`config.mk`:
```
export PLATFORM = sky130hd
export DESIGN_NAME = stf_servo_limit_status
export DESIGN_NICKNAME = d
export VERILOG_FILES = /design/src/pkg/stf_pkg.sv /design/src/hdl/stf_filter_timer.sv /design/src/hdl/stf_torque_limit_sel.sv /design/src/hdl/stf_servo_limit_status.sv
export SDC_FILE = /design/constraint.sdc
export NUM_CORES = 1
export LEC_CHECK = 0
export ABC_AREA = 1
export ABC_CLOCK_PERIOD_IN_PS = 7100
export BUFFER_PORTS_ARGS = -buffer_cell sky130_fd_sc_hd__buf_2
export CAP_MARGIN = 30
export CORE_AREA = 3 3 185 187
export CTS_CLUSTER_DIAMETER = 80
export DETAILED_ROUTE_END_ITERATION = 8
export DIE_AREA = 0 0 188 190
export PLACE_DENSITY_LB_ADDON = 0.2
export REMOVE_ABC_BUFFERS = 1
export SYNTH_ARGS = -nofsm -noshare
export SYNTH_HDL_FRONTEND = slang
export SYNTH_SLANG_ARGS = --single-unit
```
`constraint.sdc`:
```
create_clock -name core_clk -period 7.1 [get_ports core_clk]
set_clock_uncertainty 0.1 [all_clocks]
set_input_delay 0 -clock core_clk [delete_from_list [all_inputs] [get_ports core_clk]]
set_output_delay 0 -clock core_clk [all_outputs]
set_load 0.01 [all_outputs]
```
`src/pkg/stf_pkg.sv`:
```
`default_nettype none
package stf_pkg;

    // ------------
    // Parameter indices
    // ------------
    localparam logic [7:0] STF_IDX_SWITCH_SELECT = 8'h2a;
    localparam logic [7:0] STF_IDX_FWD_ALT = 8'h2b;
    localparam logic [7:0] STF_IDX_REV_ALT = 8'h2c;
    localparam logic [7:0] STF_IDX_FE_TIME = 8'h45;
    localparam logic [7:0] STF_IDX_INP_TIME = 8'h47;
    localparam logic [7:0] STF_IDX_SPD_TIME = 8'h49;
    localparam logic [7:0] STF_IDX_MAX_TQ_CFG = 8'h4e;

    // ------------
    // Field layout and reset values
    // ------------
    localparam int STF_DIGIT0_LSB = 0;
    localparam int STF_DIGIT1_LSB = 4;
    localparam logic [3:0] STF_DIGIT_ENABLED = 4'h1;
    localparam logic [3:0] STF_SWITCH_SEL_RST = 4'h0;
    localparam logic [3:0] STF_MAX_TQ_SEL_RST = 4'h1;
    localparam logic [31:0] STF_MAX_TQ_CFG_RST = 32'h00000010;
    // Torque in units of 0.1 percent of rated torque
    localparam logic [15:0] STF_TORQUE_MAX_SETTING = 16'h2710; // 1000.0 %
    localparam logic [15:0] STF_ALT_LIMIT_RST = 16'h2710;
    localparam logic [15:0] STF_FILTER_TIME_RST = 16'h0000;

    // Control word and status word bits
    localparam int STF_CW_POS_SWITCH_BIT = 11;
    localparam int STF_CW_NEG_SWITCH_BIT = 12;
    localparam int STF_SW_TARGET_REACHED_BIT = 10;
    localparam int STF_SW_FOLLOWING_ERR_BIT = 13;

    // Level values with special meaning
    localparam logic [31:0] STF_FE_LEVEL_DISABLED = 32'h0fffffff;
    localparam logic [31:0] STF_INP_RANGE_ALWAYS = 32'hffffffff;

    // ------------
    // Timing
    // ------------
    localparam int STF_CLK_PERIOD_NS = 20;
    localparam int STF_MS_NS = 1000000;
    localparam int STF_MS_CYCLES = STF_MS_NS / STF_CLK_PERIOD_NS;

    // Operating modes
    typedef enum logic [3:0] {
        STF_MODE_CSP,
        STF_MODE_CSV,
        STF_MODE_CST,
        STF_MODE_PP,
        STF_MODE_PV,
        STF_MODE_TQ,
        STF_MODE_HM,
        STF_MODE_PT,
        STF_MODE_JG
    } stf_mode_e;

endpackage
`default_nettype wire

```
`src/hdl/stf_filter_timer.sv`:
```
`timescale 1ns/100ps
`default_nettype none
module stf_filter_timer (
    // Clock and reset
    input wire logic core_clk,
    input wire logic rst,
    // Timing
    input wire logic ms_tick,
    input wire logic [15:0] filter_ms,
    // Condition
    input wire logic cond,
    input wire logic force_on,
    // Result
    output logic flag_q
);
    import stf_pkg::*;

    typedef struct packed {
        logic [15:0] count;
        logic flag;
    } stf_timer_s;

    stf_timer_s st_q, st_d;

    always_comb begin
        st_d = st_q;
        if (force_on) begin
            st_d.count = 16'h0000;
            st_d.flag = 1'b1;
        end else if (!cond) begin
            // Restart and drop the flag at once
            st_d.count = 16'h0000;
            st_d.flag = 1'b0;
        end else begin
            if (ms_tick && st_q.count < filter_ms) begin
                st_d.count = st_q.count + 16'h0001;
            end
            st_d.flag = (st_q.count >= filter_ms);
        end
    end

    always_ff @(posedge core_clk) begin
        if (rst) begin
            st_q <= '0;
        end else begin
            st_q <= st_d;
        end
    end

    assign flag_q = st_q.flag;

endmodule // stf_filter_timer
`default_nettype wire

```
`src/hdl/stf_torque_limit_sel.sv`:
```
`timescale 1ns/100ps
`default_nettype none
module stf_torque_limit_sel (
    // Clock and reset
    input wire logic core_clk,
    input wire logic rst,
    // Selection
    input wire logic use_fwd_alt,
    input wire logic use_rev_alt,
    // Limit sources, 0.1 % units
    input wire logic [15:0] fwd_primary,
    input wire logic [15:0] rev_primary,
    input wire logic [15:0] fwd_alt,
    input wire logic [15:0] rev_alt,
    input wire logic [15:0] ceiling,
    // Applied limits
    output logic [15:0] fwd_applied_q,
    output logic [15:0] rev_applied_q
);
    import stf_pkg::*;

    typedef struct packed {
        logic [15:0] fwd;
        logic [15:0] rev;
    } stf_lim_s;

    stf_lim_s st_q, st_d;

    function automatic logic [15:0] umin(input logic [15:0] a,
                                         input logic [15:0] b);
        umin = (a < b) ? a : b;
    endfunction

    always_comb begin
        st_d = st_q;
        // A zero limit passes through as zero, giving no torque
        st_d.fwd = umin(use_fwd_alt ? fwd_alt : fwd_primary, ceiling);
        st_d.rev = umin(use_rev_alt ? rev_alt : rev_primary, ceiling);
    end

    always_ff @(posedge core_clk) begin
        if (rst) begin
            st_q <= '0;
        end else begin
            st_q <= st_d;
        end
    end

    assign fwd_applied_q = st_q.fwd;
    assign rev_applied_q = st_q.rev;

endmodule // stf_torque_limit_sel
`default_nettype wire

```
`src/hdl/stf_servo_limit_status.sv`:
```
`timescale 1ns/100ps
`default_nettype none
// Summary of operation
// Switch-select field gates control-word bits 11/12; reset 0 means ignored.
// Enabled and bit 11 set applies alternate forward limit, else primary.
// Enabled and bit 12 set applies alternate reverse limit, else primary.
// Alternate forward limit spans 0.0-1000.0 percent, resets to 1000.0.
// Alternate reverse limit spans 0.0-1000.0 percent, resets to 1000.0.
// A zero applied limit yields no torque in that direction.
// Limits above motor maximum torque are clamped to that maximum.
// Direction and polarity settings swap which alternate object maps where.
// Status bit 13 sets after droop stays at/above level for filter time.
// Following-error check only in csp, pp, point table and jog modes.
// All-ones following-error level disables the following-error output; the code disables it at level 0fffffff instead.
// Status bit 10 sets after position error stays in range for filter time.
// Maximum in-position range holds target reached permanently on.
// In-position check only in pp, point table and jog modes.
// Status bit 10 sets after speed error stays in range for filter time.
// Speed-reached check only in profile velocity mode.
// Maximum torque limit 1 enable field, reset value 1.
// Cyclic controller values overwrite filter-time parameters.
// With limit 1 off, its value is ignored; object reads motor maximum.
// Each filter timer restarts and clears its bit when condition drops.
module stf_servo_limit_status #(
    parameter int MS_TICK_CYCLES = stf_pkg::STF_MS_CYCLES
) (
    // Clock and reset
    input wire logic core_clk,
    input wire logic rst,
    // Parameter write port
    input wire logic prm_wr_en,
    input wire logic [7:0] prm_wr_idx,
    input wire logic [31:0] prm_wr_data,
    // Parameter read port
    input wire logic [7:0] prm_rd_idx,
    output logic [31:0] prm_rd_data_q,
    // Cyclic writes of mapped filter-time objects
    input wire logic cyc_fe_time_vld,
    input wire logic [15:0] cyc_fe_time,
    input wire logic cyc_inp_time_vld,
    input wire logic [15:0] cyc_inp_time,
    input wire logic cyc_spd_time_vld,
    input wire logic [15:0] cyc_spd_time,
    // Control
    input wire logic [15:0] control_word,
    input wire stf_pkg::stf_mode_e op_mode,
    // Torque sources, 0.1 % units
    input wire logic [15:0] forward_limit_primary,
    input wire logic [15:0] reverse_limit_primary,
    input wire logic [15:0] motor_max_torque,
    input wire logic [15:0] max_torque_one_value,
    input wire logic travel_direction_select,
    input wire logic torque_polarity_reflect,
    // Motion measurements and levels
    input wire logic [31:0] droop_pulses,
    input wire logic [31:0] following_err_level,
    input wire logic [31:0] position_error,
    input wire logic [31:0] in_position_range,
    input wire logic [31:0] speed_error,
    input wire logic [31:0] speed_reached_range,
    // Results
    output logic [15:0] fwd_torque_limit_q,
    output logic [15:0] rev_torque_limit_q,
    output logic [15:0] max_torque_obj_q,
    output logic [15:0] status_word_q
);
    import stf_pkg::*;

    // ------------
    // State
    // ------------
    typedef struct packed {
        logic [3:0] switch_select;
        logic [15:0] fwd_alt;
        logic [15:0] rev_alt;
        logic [15:0] fe_time;
        logic [15:0] inp_time;
        logic [15:0] spd_time;
        logic [3:0] max_tq_digit0;
        logic [3:0] max_tq_select;
        logic [31:0] rd_data;
        logic [15:0] max_tq_obj;
        logic [15:0] status_word;
        logic [31:0] tick_cnt;
        logic ms_tick;
    } stf_state_s;

    stf_state_s st_q, st_d;

    // ------------
    // Helpers
    // ------------
    function automatic logic [15:0] clamp_setting(input logic [31:0] v);
        if (v > {16'h0000, STF_TORQUE_MAX_SETTING}) begin
            clamp_setting = STF_TORQUE_MAX_SETTING;
        end else begin
            clamp_setting = v[15:0];
        end
    endfunction

    function automatic logic in_position_mode(input stf_mode_e m);
        in_position_mode = (m == STF_MODE_PP) || (m == STF_MODE_PT) ||
                           (m == STF_MODE_JG);
    endfunction

    localparam logic [31:0] TICK_LAST = 32'(MS_TICK_CYCLES - 1);

    // ------------
    // Combinational decode
    // ------------
    logic switch_en;
    logic max_tq_en;
    logic obj_swap;
    logic [15:0] fwd_alt_mapped;
    logic [15:0] rev_alt_mapped;
    logic [15:0] ceiling;
    logic fe_cond;
    logic inp_cond;
    logic inp_always;
    logic spd_cond;
    logic fe_flag;
    logic inp_flag;
    logic spd_flag;
    logic [15:0] fwd_applied;
    logic [15:0] rev_applied;

    assign switch_en = (st_q.switch_select == STF_DIGIT_ENABLED);
    assign max_tq_en = (st_q.max_tq_select == STF_DIGIT_ENABLED);

    // Reversed travel with polarity reflection swaps the objects
    assign obj_swap = travel_direction_select & torque_polarity_reflect;
    assign fwd_alt_mapped = obj_swap ? st_q.rev_alt : st_q.fwd_alt;
    assign rev_alt_mapped = obj_swap ? st_q.fwd_alt : st_q.rev_alt;

    // Limit 1 only narrows the ceiling while enabled
    always_comb begin
        ceiling = motor_max_torque;
        if (max_tq_en && max_torque_one_value < motor_max_torque) begin
            ceiling = max_torque_one_value;
        end
    end

    // Qualifying conditions for the three filters
    always_comb begin
        fe_cond = 1'b0;
        if ((op_mode == STF_MODE_CSP) || in_position_mode(op_mode)) begin
            fe_cond = (following_err_level != STF_FE_LEVEL_DISABLED) &&
                      (droop_pulses >= following_err_level);
        end
    end

    assign inp_always = in_position_mode(op_mode) &&
                        (in_position_range == STF_INP_RANGE_ALWAYS);
    assign inp_cond = in_position_mode(op_mode) &&
                      (position_error <= in_position_range);
    assign spd_cond = (op_mode == STF_MODE_PV) &&
                      (speed_error <= speed_reached_range);

    // ------------
    // Sub-blocks
    // ------------
    stf_torque_limit_sel u_limit_sel (
        .core_clk(core_clk),
        .rst(rst),
        .use_fwd_alt(switch_en && control_word[STF_CW_POS_SWITCH_BIT]),
        .use_rev_alt(switch_en && control_word[STF_CW_NEG_SWITCH_BIT]),
        .fwd_primary(forward_limit_primary),
        .rev_primary(reverse_limit_primary),
        .fwd_alt(fwd_alt_mapped),
        .rev_alt(rev_alt_mapped),
        .ceiling(ceiling),
        .fwd_applied_q(fwd_applied),
        .rev_applied_q(rev_applied)
    );

    stf_filter_timer u_fe_timer (
        .core_clk(core_clk),
        .rst(rst),
        .ms_tick(st_q.ms_tick),
        .filter_ms(st_q.fe_time),
        .cond(fe_cond),
        .force_on(1'b0),
        .flag_q(fe_flag)
    );

    stf_filter_timer u_inp_timer (
        .core_clk(core_clk),
        .rst(rst),
        .ms_tick(st_q.ms_tick),
        .filter_ms(st_q.inp_time),
        .cond(inp_cond),
        .force_on(inp_always),
        .flag_q(inp_flag)
    );

    stf_filter_timer u_spd_timer (
        .core_clk(core_clk),
        .rst(rst),
        .ms_tick(st_q.ms_tick),
        .filter_ms(st_q.spd_time),
        .cond(spd_cond),
        .force_on(1'b0),
        .flag_q(spd_flag)
    );

    // ------------
    // Next-state logic
    // ------------
    always_comb begin
        st_d = st_q;

        // Millisecond time base
        st_d.ms_tick = 1'b0;
        if (st_q.tick_cnt >= TICK_LAST) begin
            st_d.tick_cnt = 32'h00000000;
            st_d.ms_tick = 1'b1;
        end else begin
            st_d.tick_cnt = st_q.tick_cnt + 32'h00000001;
        end

        // Parameter writes from the engineering path
        if (prm_wr_en) begin
            case (prm_wr_idx)
                STF_IDX_SWITCH_SELECT: begin
                    st_d.switch_select = prm_wr_data[STF_DIGIT0_LSB +: 4];
                end
                STF_IDX_FWD_ALT: begin
                    st_d.fwd_alt = clamp_setting(prm_wr_data);
                end
                STF_IDX_REV_ALT: begin
                    st_d.rev_alt = clamp_setting(prm_wr_data);
                end
                STF_IDX_FE_TIME: begin
                    st_d.fe_time = prm_wr_data[15:0];
                end
                STF_IDX_INP_TIME: begin
                    st_d.inp_time = prm_wr_data[15:0];
                end
                STF_IDX_SPD_TIME: begin
                    st_d.spd_time = prm_wr_data[15:0];
                end
                STF_IDX_MAX_TQ_CFG: begin
                    st_d.max_tq_digit0 = prm_wr_data[STF_DIGIT0_LSB +: 4];
                    st_d.max_tq_select = prm_wr_data[STF_DIGIT1_LSB +: 4];
                end
                default: begin
                end
            endcase
        end

        // Cyclic values come last so they win over a same-cycle write
        if (cyc_fe_time_vld) begin
            st_d.fe_time = cyc_fe_time;
        end
        if (cyc_inp_time_vld) begin
            st_d.inp_time = cyc_inp_time;
        end
        if (cyc_spd_time_vld) begin
            st_d.spd_time = cyc_spd_time;
        end

        // Read-back of stored parameters, unmapped indices read zero
        case (prm_rd_idx)
            STF_IDX_SWITCH_SELECT: begin
                st_d.rd_data = {28'h0000000, st_q.switch_select};
            end
            STF_IDX_FWD_ALT: begin
                st_d.rd_data = {16'h0000, st_q.fwd_alt};
            end
            STF_IDX_REV_ALT: begin
                st_d.rd_data = {16'h0000, st_q.rev_alt};
            end
            STF_IDX_FE_TIME: begin
                st_d.rd_data = {16'h0000, st_q.fe_time};
            end
            STF_IDX_INP_TIME: begin
                st_d.rd_data = {16'h0000, st_q.inp_time};
            end
            STF_IDX_SPD_TIME: begin
                st_d.rd_data = {16'h0000, st_q.spd_time};
            end
            STF_IDX_MAX_TQ_CFG: begin
                st_d.rd_data = {24'h000000, st_q.max_tq_select,
                                st_q.max_tq_digit0};
            end
            default: begin
                st_d.rd_data = 32'h00000000;
            end
        endcase

        // Maximum torque object view
        st_d.max_tq_obj = max_tq_en ? max_torque_one_value
                                    : motor_max_torque;

        // Status word; the target bit means position or velocity by mode
        st_d.status_word = 16'h0000;
        st_d.status_word[STF_SW_TARGET_REACHED_BIT] = inp_flag | spd_flag;
        st_d.status_word[STF_SW_FOLLOWING_ERR_BIT] = fe_flag;
    end

    // ------------
    // State register
    // ------------
    always_ff @(posedge core_clk) begin
        if (rst) begin
            st_q <= '0;
            st_q.switch_select <= STF_SWITCH_SEL_RST;
            st_q.fwd_alt <= STF_ALT_LIMIT_RST;
            st_q.rev_alt <= STF_ALT_LIMIT_RST;
            st_q.fe_time <= STF_FILTER_TIME_RST;
            st_q.inp_time <= STF_FILTER_TIME_RST;
            st_q.spd_time <= STF_FILTER_TIME_RST;
            st_q.max_tq_digit0 <= STF_MAX_TQ_CFG_RST[3:0];
            st_q.max_tq_select <= STF_MAX_TQ_SEL_RST;
        end else begin
            st_q <= st_d;
        end
    end

    // ------------
    // Outputs
    // ------------
    assign prm_rd_data_q = st_q.rd_data;
    assign fwd_torque_limit_q = fwd_applied;
    assign rev_torque_limit_q = rev_applied;
    assign max_torque_obj_q = st_q.max_tq_obj;
    assign status_word_q = st_q.status_word;

endmodule // stf_servo_limit_status
`default_nettype wire

```
== Yosys cells after proc, flatten, opt, wreduce, memory -nomap -nowiden ==
Cells that the tools add are included.
W data, S select, Z words.
Storage, ports and cells
  input port bits: 380
  word-level logic and storage cells: 120
  register bits: 272
Cells by class
  add/sub/neg operators: 4
  bitwise operators: 5
  eq/ne operators: 22
  order comparisons: 14
  multiplexer cells: 22
  reduce and logical (&&, ||, !) cells: 31
Operators with widths (count)
  $mux W16: 15
  $pmux W16 S7: 1
  $lt A16 B16 Y1: 6
  $eq A8 B7 Y1 const B: 8
  $le A32 B32 Y1: 2
  $mux W56: 1
  $add A16 B1 Y16 const B: 3
  $eq A8 B6 Y1 const B: 6
  $ge A16 B16 Y1: 3
  $add A32 B1 Y32 const B: 1
  $eq A32 B32 Y1 const B: 1
  $ge A32 B16 Y1 const B: 1
  $ge A32 B32 Y1: 1
  $gt A32 B14 Y1 const B: 1
  $ne A32 B28 Y1 const B: 1
  $reduce_and A2 Y1: 7
  $reduce_bool A2 Y1: 6
  $logic_and A1 B1 Y1: 10
  $eq A4 B1 Y1 const B: 2
  $eq A4 B3 Y1 const B: 2
  $mux W8: 1
  $reduce_or A2 Y1: 3
  $eq A4 B2 Y1 const B: 1
  $eq A4 B4 Y1 const B: 1
  other kinds (7): 14

== Logic depth before layout (Yosys ltp) ==
Gate-level depths: netlist (run 1).
  depth after elaboration: 7
  gate-level depth with buffers: 26
  gate-level depth less buffers: 23

== Hierarchy ==
A second synthesis (run 1) with hierarchy kept.
Unflattened totals
  cells, all modules: 2743
  area, all modules: 18071.1 um^2
By module, submodules not included
  stf_servo_limit_status: area an instance 11055.6 um^2, seq. area each 3183.1 um^2, instances 1, cells each 1627
  stf_filter_timer: area an instance 1488.9 um^2, seq. area each 340.3 um^2, instances 3, cells each 243
  stf_torque_limit_sel: area an instance 2548.7 um^2, seq. area each 640.6 um^2, instances 1, cells each 387

== Worst setup path before layout (run 1) ==
No wires, ideal clock.
  path kind: flip-flop to flip-flop
  from: register st_q[100] (netlist name)
  to: register u_limit_sel.st_q, in the netlist u_limit_sel.rev_applied_q[12]
  setup time: 0.115 ns
  required time: 6.885 ns
  slack: 3.860 ns
  stages on the path, launching flop included: 20
  arrival: 3.025 ns
  cells stage by stage: dfxtp_1 > nor2_1 > and3_1 > buf_6 > nand3_4 > nor2_4 > nand2_2 > buf_6 > clkbuf_1 > o21ai_0 > inv_1 > ha_1 > a21oi_1 > nor2_1 > a211oi_1 > o221a_2 > buf_1 > nand3_2 > nand2_1 > nor2_1
On the way
  word-level cells in the longest chain between the ends: 5
RTL lines
  start, declared: line stf_servo_limit_status.sv:88  | stf_state_s st_q, st_d;
  start signal, assigned: line stf_servo_limit_status.sv:316  | st_q <= st_d;
  $eq A4 B1 Y1 *: line stf_servo_limit_status.sv:128  | assign max_tq_en = (st_q.max_tq_select == STF_DIGIT_ENABLED);
  $logic_and A1 B1 Y1 *: line stf_servo_limit_status.sv:138  | if (max_tq_en && max_torque_one_value < motor_max_torque) begin
  $mux W16 *: line stf_servo_limit_status.sv:138
  $lt A16 B16 Y1: line stf_torque_limit_sel.sv:31  | umin = (a < b) ? a : b;
  $mux W16 *: line stf_torque_limit_sel.sv:31
  end signal, assigned: line stf_torque_limit_sel.sv:45  | st_q <= st_d;
  end, declared: line stf_torque_limit_sel.sv:27  | stf_lim_s st_q, st_d;
Every way passes the cells marked *; elsewhere a longest branch is shown, timed or not.
A chain may end at the register's enable or synchronous reset.

== Worst setup path in the final report (run 1) ==
  from: register st_q[100] (netlist name)
  to: register u_limit_sel.st_q, in the netlist u_limit_sel.rev_applied_q[1]
Same word-level chain as after synthesis.

==> results of run 1 <==
## final timing paths
| check | startpoint | endpoint | slack (ns) | cells past startpoint |
|---|---|---|---|---|
| worst max-delay path | st_q[100]$_SDFFE_PP0P_ | u_limit_sel.rev_applied_q[1]$_SDFF_PP0_ | 2.18 | 16 |
| worst min-delay path | cyc_spd_time_vld | st_q[113]$_SDFFE_PP0P_ | 0.03 | 3 |
| worst max register to register | st_q[100]$_SDFFE_PP0P_ | u_limit_sel.rev_applied_q[1]$_SDFF_PP0_ | 2.18 | 16 |
| worst min register to register | u_fe_timer.flag_q$_SDFF_PP0_ | status_word_q[13]$_SDFF_PP0_ | 0.30 | 2 |
## through the flow
| step | hold slack (ns) | instance area (µm²) |
|---|---|---|
| final | 0.0317 | 21900 |
| after global routing | 0.0675 | 21900 |
| after CTS | 0.0144 | 21900 |
| after detailed placement | 0.180 | 18900 |
| after global placement | 0.174 | 18800 |
| after floorplan | -0.0309 | 16000 |
## registers in the layout (all words and copies together) (netlist names)
name and cells:
u_inp_timer.st_q 16, u_fe_timer.flag_q 1, u_fe_timer.st_q 16, u_spd_timer.st_q 16
u_limit_sel.rev_applied_q 16, prm_rd_data_q 16, u_limit_sel.fwd_applied_q 16, max_torque_obj_q 16
status_word_q 2, st_q 125, u_spd_timer.flag_q 1, u_inp_timer.flag_q 1
## layout make-up
class / instances / share of cell area
clock buffers: 36 / 0.0347
flip-flops and latches: 242 / 0.221
repair buffers: 657 / 0.201
clock inverters: 9 / 0.00663
well taps: 442 / 0.0253
multi-input cells: 1709 / 0.447
inverters: 375 / 0.0643
## cell families (layout without fill, tap and decap cells)
group,after synthesis,count (layout),synth area share
and+or+nand+nor,905,905,0.239
AOI/OAI and AO/OA,547,547,0.182
buffers and inverters,523,1077,0.136
DFF,242,242,0.290
adders and majority gates,189,189,0.141
xor gates and xnor gates,22,22,0.0115
other,1,46,0.000224
## power groups by stage
| stage | Clock (mW) | Sequential (mW) | Combinational, mW |
|---|---|---|---|
| after global routing | 1.51 | 1.44 | 0.932 |
| after detailed placement | 0 | 1.46 | 0.706 |
| final | 1.44 | 1.43 | 0.834 |
| after global placement | 0 | 1.46 | 0.689 |
| after floorplan | 0 | 1.48 | 0.398 |
| after CTS | 1.46 | 1.43 | 0.818 |
## repair_timing
item / 4_1_cts / 5_1_grt
hold buffers: 212 / 0
setup buffers: 0 / 0
endpoints found under the hold margin: 150 / 0
## worst min-delay path, stage by stage
cell and delay [ns]:
buf_2 0.28, a22oi_1 0.24, a21oi_1 0.08
## routing by layer
metal / track usage / up-vias / wire, µm
li1: - / 9139 / -
met5: 0 / - / 0
met4: 0.0814 / 0 / 1500
met1: 0.380 / 8362 / 23700
met2: 0.530 / 685 / 27100
met3: 0.0291 / 107 / 3530
## placed cells by master, fill, tap and decap left out, types with 5 or more instances in the layout
cell and count:
buf_2 431, clkbuf_16 27, nor2_1 203, o21a_1 5, nand4_1 48, nand3_2 17, xnor2_1 8, o21ai_0 166
and3_1 6, inv_2 7, dfxtp_1 242, nor3b_1 11, xor2_1 14, or2_2 5, nor4_1 29, clkbuf_8 5
clkinv_2 5, nor3_1 46, buf_4 13, dlygate4sd3_1 212, o211ai_1 7, conb_1 46, o22ai_1 23, a22oi_1 37
nand2_1 456, nand3_1 65, nand2_2 6, a211oi_1 6, o31ai_1 6, a21oi_1 251, a31oi_1 23, ha_1 189
inv_1 367
==> impl_metrics.env, run 1 <==
export IMPL_status="completed"
export IMPL_clockRootBuffer="clkbuf_16"
export IMPL_final_seq_area_um2=4840
export IMPL_cts_buffers=26
export IMPL_powerDensity_nw_per_um2=169
export IMPL_cap_viol_max_count=0
export IMPL_drt_first_iter_violations=1187
export IMPL_dpl_cell_count=3213
export IMPL_drt_pass1_iter_count=5
export IMPL_synthTopCellsByCount="nand2_1 (456), inv_1 (368), a21oi_1 (251)"
export IMPL_crit_buf_inv=2
export IMPL_async_flop_share=0
export IMPL_die_w_um=188
export IMPL_fin_ws_ns=2.18
export IMPL_syn_inst=2429
export IMPL_worst_path_most_repeated_cell="nor2_1"
export IMPL_yosysSeqAreaShare=0.290
export IMPL_dpl_hpwl_mm=42.4
export IMPL_worstSetupEndpointType="flip-flop"
export IMPL_die_area_um2=35700
export IMPL_routedWlPerCell_um=16.1
export IMPL_period_share=0.693
export IMPL_pre_cts_slack_ns=2.79
export IMPL_fin_cells=3470
export IMPL_cp_top_family="compound AO/OA/AOI/OAI gates"
export IMPL_cts_path_max_buffers=3
export IMPL_antenna_found_initial=0
export IMPL_worst_pin_slew_ns=0.961
export IMPL_crit_chain="nor2_1, and3_1, nand3_4, nor2_4, nand2_2, o21ai_0, inv_1, ha_1, a21oi_1, nor2_1, a211oi_1, o221a_2, nand3_1, nand2_1, nor2_1, dlygate4sd3_1"
export IMPL_port_buffers=431
export IMPL_grt_overflow=0
export IMPL_synth_top_cell_area_share=0.290
export IMPL_p_comb_frac=0.225
export IMPL_min_path_type="input pin to flip-flop"
export IMPL_synth_edff_count=0
export IMPL_crit_required_ns=7.42
export IMPL_rsz0062_at_grt="false"
export IMPL_leakage_nw=10.8
export IMPL_grt_pass1_wl_mm=87.6
export IMPL_final_util=0.671
export IMPL_yosysTopAreaCell="dfxtp_1"
export IMPL_final_nets=3580
export IMPL_finalHoldViolCount=0
export IMPL_clk_pin_slew_ns=0.06
export IMPL_max_stage_delay_ns=0.82
export IMPL_critPathLaunchType="flip-flop"
export IMPL_num_vias=18300
export IMPL_fillerInstances=2887
export IMPL_period_needed_ns=4.92
export IMPL_relSlewSlack=0.354
export IMPL_drive_above_1_share=0.177
export IMPL_grtUsageTotal=0.296
export IMPL_syn_to_final_growth_pct=31.0
export IMPL_place_congestion=0.946
export IMPL_peakVddDrop_uv=181
export IMPL_core_um2=32600
export IMPL_syn_area_um2=16700
export IMPL_synthMostInstantiatedCell="nand2_1"
export IMPL_yosys_register_bits=242
export IMPL_power_share_switching=0.280
export IMPL_worstSkewPairLatency_ns=0.54
export IMPL_rows=66
export IMPL_ant_nets=0
export IMPL_pwr_share_seq=0.387
export IMPL_cp_arrival_ns=5.25
export IMPL_multi_input_area_um2=9780
export IMPL_critPathKind="flip-flop to flip-flop"
export IMPL_grt_pass1_vias=17500
export IMPL_cts_sinks=242
export IMPL_die_y_um=190
export IMPL_routed_wl_mm=55.8
export IMPL_p_total_mw=3.71
export IMPL_cts_tree="built"
export IMPL_setup_tns_ns=0
export IMPL_crit_path_max_fanout=32
export IMPL_via_per_inst=5.27
export IMPL_p_sw_mw=1.04
export IMPL_drc_errors=0
export IMPL_fmax_mhz=203
export IMPL_n_antenna_cell=0
export IMPL_syn_area_per_cell_um2=6.88
export IMPL_finalSetupViolations=0
export IMPL_cts_max_level=1
export IMPL_yosys_warnings=0
export IMPL_io_pins=476
export IMPL_internal_power_mw=2.67
export IMPL_start_util=0.513
export IMPL_grt_start_max_net_pins=82
export IMPL_cts_resized=0
export IMPL_synth_distinct_cells=56
export IMPL_synth_top_flop_cell="dfxtp_1"
export IMPL_cp_slowest_cell="o221a_2"
export IMPL_clkPwrFrac=0.389
export IMPL_yosys_top_cells_area="dfxtp_1 (29%), ha_1 (14%), nand2_1 (10%)"
export IMPL_slew_violations=0
(Power assumes the default switching activity.)
==> run 2: changes to the inputs <==
--- a/config.mk
+++ b/config.mk
@@ -6,13 +6,13 @@
 export NUM_CORES = 1
 export LEC_CHECK = 0
 export ABC_AREA = 1
-export ABC_CLOCK_PERIOD_IN_PS = 7100
+export ABC_CLOCK_PERIOD_IN_PS = 4700
 export BUFFER_PORTS_ARGS = -buffer_cell sky130_fd_sc_hd__buf_2
 export CAP_MARGIN = 30
-export CORE_AREA = 3 3 185 187
+export CORE_AREA = 3 3 186 188
 export CTS_CLUSTER_DIAMETER = 80
 export DETAILED_ROUTE_END_ITERATION = 8
-export DIE_AREA = 0 0 188 190
+export DIE_AREA = 0 0 189 191
 export PLACE_DENSITY_LB_ADDON = 0.2
 export REMOVE_ABC_BUFFERS = 1
 export SYNTH_ARGS = -nofsm -noshare
==> constraint.sdc (replaced) <==
create_clock -name core_clk -period 4.7 [get_ports core_clk]
set_clock_uncertainty 0.1 [all_clocks]
set_input_delay 0 -clock core_clk [delete_from_list [all_inputs] [get_ports core_clk]]
set_output_delay 0 -clock core_clk [all_outputs]
set_load 0.01 [all_outputs]
==> impl_metrics.env, run 2 (synthesized netlist as in run 1, its figures left out) <==
export IMPL_powerDensity_nw_per_um2=252
export IMPL_leakage_nw=10.8
export IMPL_via_per_inst=5.32
export IMPL_worstSkewPairLatency_ns=0.54
export IMPL_slew_violations=0
export IMPL_io_pins=476
export IMPL_drt_first_iter_violations=1118
export IMPL_drive_above_1_share=0.178
export IMPL_routed_wl_mm=57.0
export IMPL_min_path_type="input pin to flip-flop"
export IMPL_rsz0062_at_grt="false"
export IMPL_cp_arrival_ns=4.73
export IMPL_critPathLaunch="motor_max_torque[10]"
export IMPL_worst_pin_slew_ns=0.944
export IMPL_crit_required_ns=5.03
export IMPL_final_common_cell="nand2_1"
export IMPL_period_needed_ns=4.40
export IMPL_die_y_um=191
export IMPL_cts_tree="built"
export IMPL_holdPathEnd="st_q[97]$_SDFFE_PP1P_"
export IMPL_crit_path_max_fanout=26
export IMPL_core_um2=33300
export IMPL_drt_pass1_iter_count=5
export IMPL_largest_reg_flops=125
export IMPL_status="completed"
export IMPL_final_cell_mix="nand2_1 (456), buf_2 (431), inv_1 (367), a21oi_1 (251), dfxtp_1 (242)"
export IMPL_cts_buffers=27
export IMPL_critPathLaunchType="input pin"
export IMPL_ff2ff_path_depth=19
export IMPL_cap_viol_max_count=0
export IMPL_start_util=0.502
export IMPL_pre_cts_slack_ns=0.955
export IMPL_port_buffers=431
export IMPL_setup_tns_ns=0
export IMPL_place_congestion=0.941
export IMPL_clk_pin_slew_ns=0.06
export IMPL_ant_nets=0
export IMPL_r2r_end="u_limit_sel.rev_applied_q[3]$_SDFF_PP0_"
export IMPL_cts_path_max_buffers=3
export IMPL_die_w_um=189
export IMPL_finalSetupViolations=0
export IMPL_num_vias=18600
export IMPL_max_flop_register="st_q"
export IMPL_antenna_found_initial=2
export IMPL_die_area_um2=36100
export IMPL_routedWlPerCell_um=16.3
export IMPL_dpl_cell_count=3222
export IMPL_peakVddDrop_uv=269
export IMPL_grt_pass1_wl_mm=89.4
export IMPL_grt_pass1_vias=18200
export IMPL_grt_overflow=0
export IMPL_grt_start_max_net_pins=86
export IMPL_fin_cells=3494
export IMPL_worst_hold_path_num_cells=6
export IMPL_placed_area_um2=18900
export IMPL_drc_errors=0
export IMPL_finalHoldViolCount=0
export IMPL_rows=67
export IMPL_fmax_mhz=227
export IMPL_grtUsageTotal=0.301
export IMPL_stdcell_area_um2=22000
export IMPL_fin_ws_ns=0.296
export IMPL_cts_sinks=242
export IMPL_postCtsSetupBuffers=0
export IMPL_r2r_start="st_q[100]$_SDFFE_PP0P_"
export IMPL_relSlewSlack=0.367
export IMPL_clockRootBuffer="clkbuf_16"
export IMPL_syn_to_final_growth_pct=31.7
export IMPL_period_share=0.937
export IMPL_critPathKind="input pin to flip-flop"
export IMPL_cts_max_level=1
export IMPL_reg2reg_slack_ns=0.36
export IMPL_hp_start="prm_wr_idx[1]"
export IMPL_worstSetupEndpointType="flip-flop"
export IMPL_dpl_hpwl_mm=42.3
export IMPL_final_nets=3596
run 2: cell count changes in the layout (fill, tap and decap cells not counted), moves of 2 or more:
| cell | delta |
|---|---|
| buf_4 | +3 |
| bufinv_16 | -2 |
| clkbuf_1 | -2 |
| diode_2 | +3 |
| dlygate4sd3_1 | +12 |
run 2: critical path, cell delays in order:
cell and delay (ns):
dlygate4sd3_1 0.53, buf_2 0.11, inv_1 0.07, ha_1 0.28
nand2_1 0.05, inv_1 0.07, nand3_1 0.09, nor2_1 0.18
nand2_1 0.16, nand2_2 0.37, buf_4 0.28, nand2_1 0.06
o21ai_0 0.16, inv_1 0.12, ha_1 0.32, a21oi_1 0.14
nor2_1 0.05, a211oi_1 0.27, o221a_2 0.39, buf_12 0.22
nand3_2 0.09, nand2_1 0.08, nor2_1 0.06, dlygate4sd3_1 0.55
run 2: metrics by stage:
| step | hold slack (ns) | total power [mW] | utilization |
|---|---|---|---|
| after floorplan | -0.0309 | 2.83 | - |
| after global placement | 0.166 | 3.26 | 0.568 |
| after detailed placement | 0.176 | 3.29 | 0.568 |
| after CTS | 0.0200 | 5.55 | 0.661 |
| after global routing | 0.0906 | 5.83 | 0.661 |
| final | 0.0465 | 5.56 | 0.661 |
run 2: cell type report:
type / count / area (µm²)
diodes: 3 / 7.51
multi-input cells: 1709 / 9780
repair buffers: 672 / 4540
flip-flops and latches: 242 / 4840
inverters: 375 / 1410
clock inverters: 10 / 110
well taps: 448 / 561
fillers: 2893 / 11300
clock buffers: 35 / 766
run 2: per-layer routing:
metal | track usage | wire [µm]
met2 | 0.542 | 27600
met3 | 0.0506 | 4300
met4 | 0.110 | 2190
met1 | 0.359 | 22900
met5 | 0 | 13
run 2: how the worst max path moves through the flow:
stage,end,slack (ns),depth (start not counted)
floorplan,u_limit_sel.rev_applied_q[0]$_SDFF_PP0_,1.34,15
global placement,u_limit_sel.rev_applied_q[1]$_SDFF_PP0_,0.96,20
detailed placement,u_limit_sel.rev_applied_q[3]$_SDFF_PP0_,0.96,20
CTS,u_limit_sel.rev_applied_q[3]$_SDFF_PP0_,0.42,17
global route,u_limit_sel.fwd_applied_q[1]$_SDFF_PP0_,0.02,21
finish,u_limit_sel.rev_applied_q[3]$_SDFF_PP0_,0.30,24
run 2: power breakdown:
part,switching (mW),internal (mW),leakage [nW]
logic,0.706,0.580,8.41
clock network,0.853,1.25,0.435
registers,0.0371,2.13,1.98
total,1.60,3.96,10.8
run 2: repair_timing:
| action | in CTS | in global routing |
|---|---|---|
| endpoints found under the hold margin | 149 | 0 |
| gates resized for setup | 0 | 0 |
| hold buffers | 224 | 0 |
==> run 3: changes to the inputs <==
--- a/config.mk
+++ b/config.mk
@@ -7,7 +7,7 @@
 export LEC_CHECK = 0
 export ABC_AREA = 1
 export ABC_CLOCK_PERIOD_IN_PS = 4700
-export BUFFER_PORTS_ARGS = -buffer_cell sky130_fd_sc_hd__buf_2
+export BUFFER_PORTS_ARGS = -buffer_cell sky130_fd_sc_hd__clkbuf_2
 export CAP_MARGIN = 30
 export CORE_AREA = 3 3 186 188
 export CTS_CLUSTER_DIAMETER = 80
==> impl_metrics.env, run 3 (synthesized netlist as in run 1, its figures left out) <==
export IMPL_status="completed"
export IMPL_drt_pass1_iter_count=6
export IMPL_internal_power_mw=4.05
export IMPL_clkPwrFrac=0.393
export IMPL_clockRootBuffer="clkbuf_16"
export IMPL_worst_pin_slew_ns=1.02
export IMPL_cts_path_max_buffers=3
export IMPL_cts_sinks=242
export IMPL_drt_first_iter_violations=1114
export IMPL_final_common_cell="nand2_1"
export IMPL_core_um2=33300
export IMPL_routed_wl_mm=55.9
export IMPL_worstSkewPairLatency_ns=0.55
export IMPL_p_comb_frac=0.224
export IMPL_cts_tree="built"
export IMPL_multi_input_area_um2=9780
export IMPL_dpl_hpwl_mm=42.4
export IMPL_fillerInstances=2917
export IMPL_p_sw_mw=1.63
export IMPL_die_area_um2=36100
export IMPL_critPathKind="input pin to flip-flop"
export IMPL_cp_slowest_cell="dlygate4sd3_1"
export IMPL_die_w_um=189
export IMPL_max_stage_delay_ns=0.55
export IMPL_syn_to_final_growth_pct=31.6
export IMPL_r2r_end="u_limit_sel.rev_applied_q[1]$_SDFF_PP0_"
export IMPL_max_flop_register="st_q"
export IMPL_routedWlPerCell_um=16.0
export IMPL_critPathLaunchType="input pin"
export IMPL_worstSetupEndpointType="flip-flop"
export IMPL_port_buffers=431
export IMPL_io_pins=476
export IMPL_finalSetupViolations=0
export IMPL_final_nets=3591
export IMPL_cts_buffers=27
export IMPL_reg2reg_slack_ns=0.34
export IMPL_critPathLaunch="motor_max_torque[5]"
export IMPL_ff2ff_path_depth=17
export IMPL_final_cell_mix="nand2_1 (456), clkbuf_2 (431), inv_1 (367), a21oi_1 (251), dfxtp_1 (242)"
export IMPL_clk_pin_slew_ns=0.06
export IMPL_grt_overflow=0
export IMPL_setup_tns_ns=0
export IMPL_rows=67
export IMPL_via_per_inst=5.28
export IMPL_grt_pass1_wl_mm=88.1
export IMPL_final_seq_area_um2=4840
export IMPL_crit_chain="dlygate4sd3_1, clkbuf_2, inv_1, ha_1, a21oi_1, nor2_1, nor3_1, nand2_1, nand2_1, nand2_2, o21ai_0, inv_1, ha_1, a21oi_1, nor2_1, a211oi_1, o221a_2, buf_4, nand3_1, nand2_1, nor2_1, dlygate4sd3_1"
export IMPL_period_needed_ns=4.41
export IMPL_pwr_share_seq=0.383
export IMPL_min_path_type="input pin to flip-flop"
export IMPL_relSlewSlack=0.314
export IMPL_critPathCapture="u_limit_sel.rev_applied_q[1]$_SDFF_PP0_"
export IMPL_place_congestion=0.945
export IMPL_ant_nets=0
export IMPL_r2r_start="st_q[100]$_SDFFE_PP0P_"
export IMPL_finalHoldViolCount=0
export IMPL_antenna_found_initial=2
export IMPL_period_share=0.938
export IMPL_grt_start_max_net_pins=67
export IMPL_grtUsageTotal=0.297
export IMPL_crit_path_max_fanout=26
export IMPL_p_total_mw=5.67
export IMPL_drc_errors=0
export IMPL_start_util=0.502
export IMPL_cts_max_level=1
export IMPL_power_share_switching=0.287
export IMPL_cap_viol_max_count=0
export IMPL_crit_required_ns=5.04
export IMPL_fmax_mhz=227
export IMPL_num_vias=18400
export IMPL_leakage_nw=10.9
export IMPL_drive_above_1_share=0.179
export IMPL_die_y_um=191
export IMPL_peakVddDrop_uv=266
export IMPL_rsz0062_at_grt="false"
export IMPL_largest_reg_flops=125
export IMPL_grt_pass1_vias=18000
export IMPL_powerDensity_nw_per_um2=258
export IMPL_slew_violations=0
export IMPL_cp_arrival_ns=4.75
[run 3: changes by cell type in the layout (fill, tap and decap cells not counted), sizes merged, moves of 2 or more]
cell         delta
buf           -432
bufinv          +2
clkbuf        +431
dlygate4sd3     -4
[run 3: layout make-up]
cell class | instances | share of cell area
timing repair buffer | 667 | 0.204
inverter | 375 | 0.0640
antenna | 2 | 0.000227
clock buffer | 35 | 0.0339
clock inverter | 13 | 0.00836
tap | 448 | 0.0255
sequential | 242 | 0.220
multi-input combinational | 1709 | 0.444
[run 3: what timing repair did]
action	in CTS	in global routing
hold buffers	220	0
setup endpoints to repair	0	25
buffers inserted	0	0
resized for setup	0	1
hold endpoints to repair	149	0
[run 3: worst min-delay path by stage]
stage                                        from                                      end  slack, ns  depth (start not counted)
final                                  op_mode[1]        u_spd_timer.st_q[13]$_SDFFE_PP0P_       0.04                          4
after detailed placement          cyc_fe_time[13]                   st_q[150]$_SDFFE_PP0P_       0.17                          3
after floorplan                               rst                   st_q[106]$_SDFFE_PP0P_      -0.03                          1
after global placement    max_torque_one_value[5]           max_torque_obj_q[5]$_SDFF_PP0_       0.16                          3
after global routing                   op_mode[0]            u_spd_timer.flag_q$_SDFF_PP0_       0.08                          4
after CTS                 max_torque_one_value[7]  u_limit_sel.fwd_applied_q[7]$_SDFF_PP0_       0.03                          5
[run 3: worst max-delay path, delay by kind of cell]
family / cells / cell delay, ns
compound gates: 5 / 1.28
fa+ha+maj: 2 / 0.62
buf+inv: 6 / 1.75
simple gates: 9 / 1.04
[run 3: routing by layer]
metal | track usage | up-vias | wire length, µm
met5 | 0 | - | 13
met4 | 0.103 | 2 | 1910
met3 | 0.0484 | 120 | 4090
met2 | 0.539 | 750 | 27300
met1 | 0.356 | 8400 | 22600
li1 | - | 9149 | -
[run 3: power by group through the flow]
stage | combinational [mW] | sequential [mW] | clock [mW]
final | 1.27 | 2.17 | 2.23
after global routing | 1.42 | 2.18 | 2.34
after floorplan | 0.601 | 2.23 | 0
after CTS | 1.25 | 2.17 | 2.25
after detailed placement | 1.07 | 2.22 | 0
after global placement | 1.04 | 2.22 | 0
[run 3: stage by stage]
stage	area, µm²	hold slack, ns	worst slack, ns	utilization	std cells
6_report	22000	0.0416	0.290	0.661	3491
5_1_grt	22000	0.0760	0.0401	0.661	3490
4_1_cts	22000	0.0319	0.230	0.661	3489
3_5_place_dp	18900	0.173	0.807	0.567	3221
3_3_place_gp	18900	0.163	0.841	0.567	3221
2_1_floorplan	16000	-0.0309	1.34	-	2326
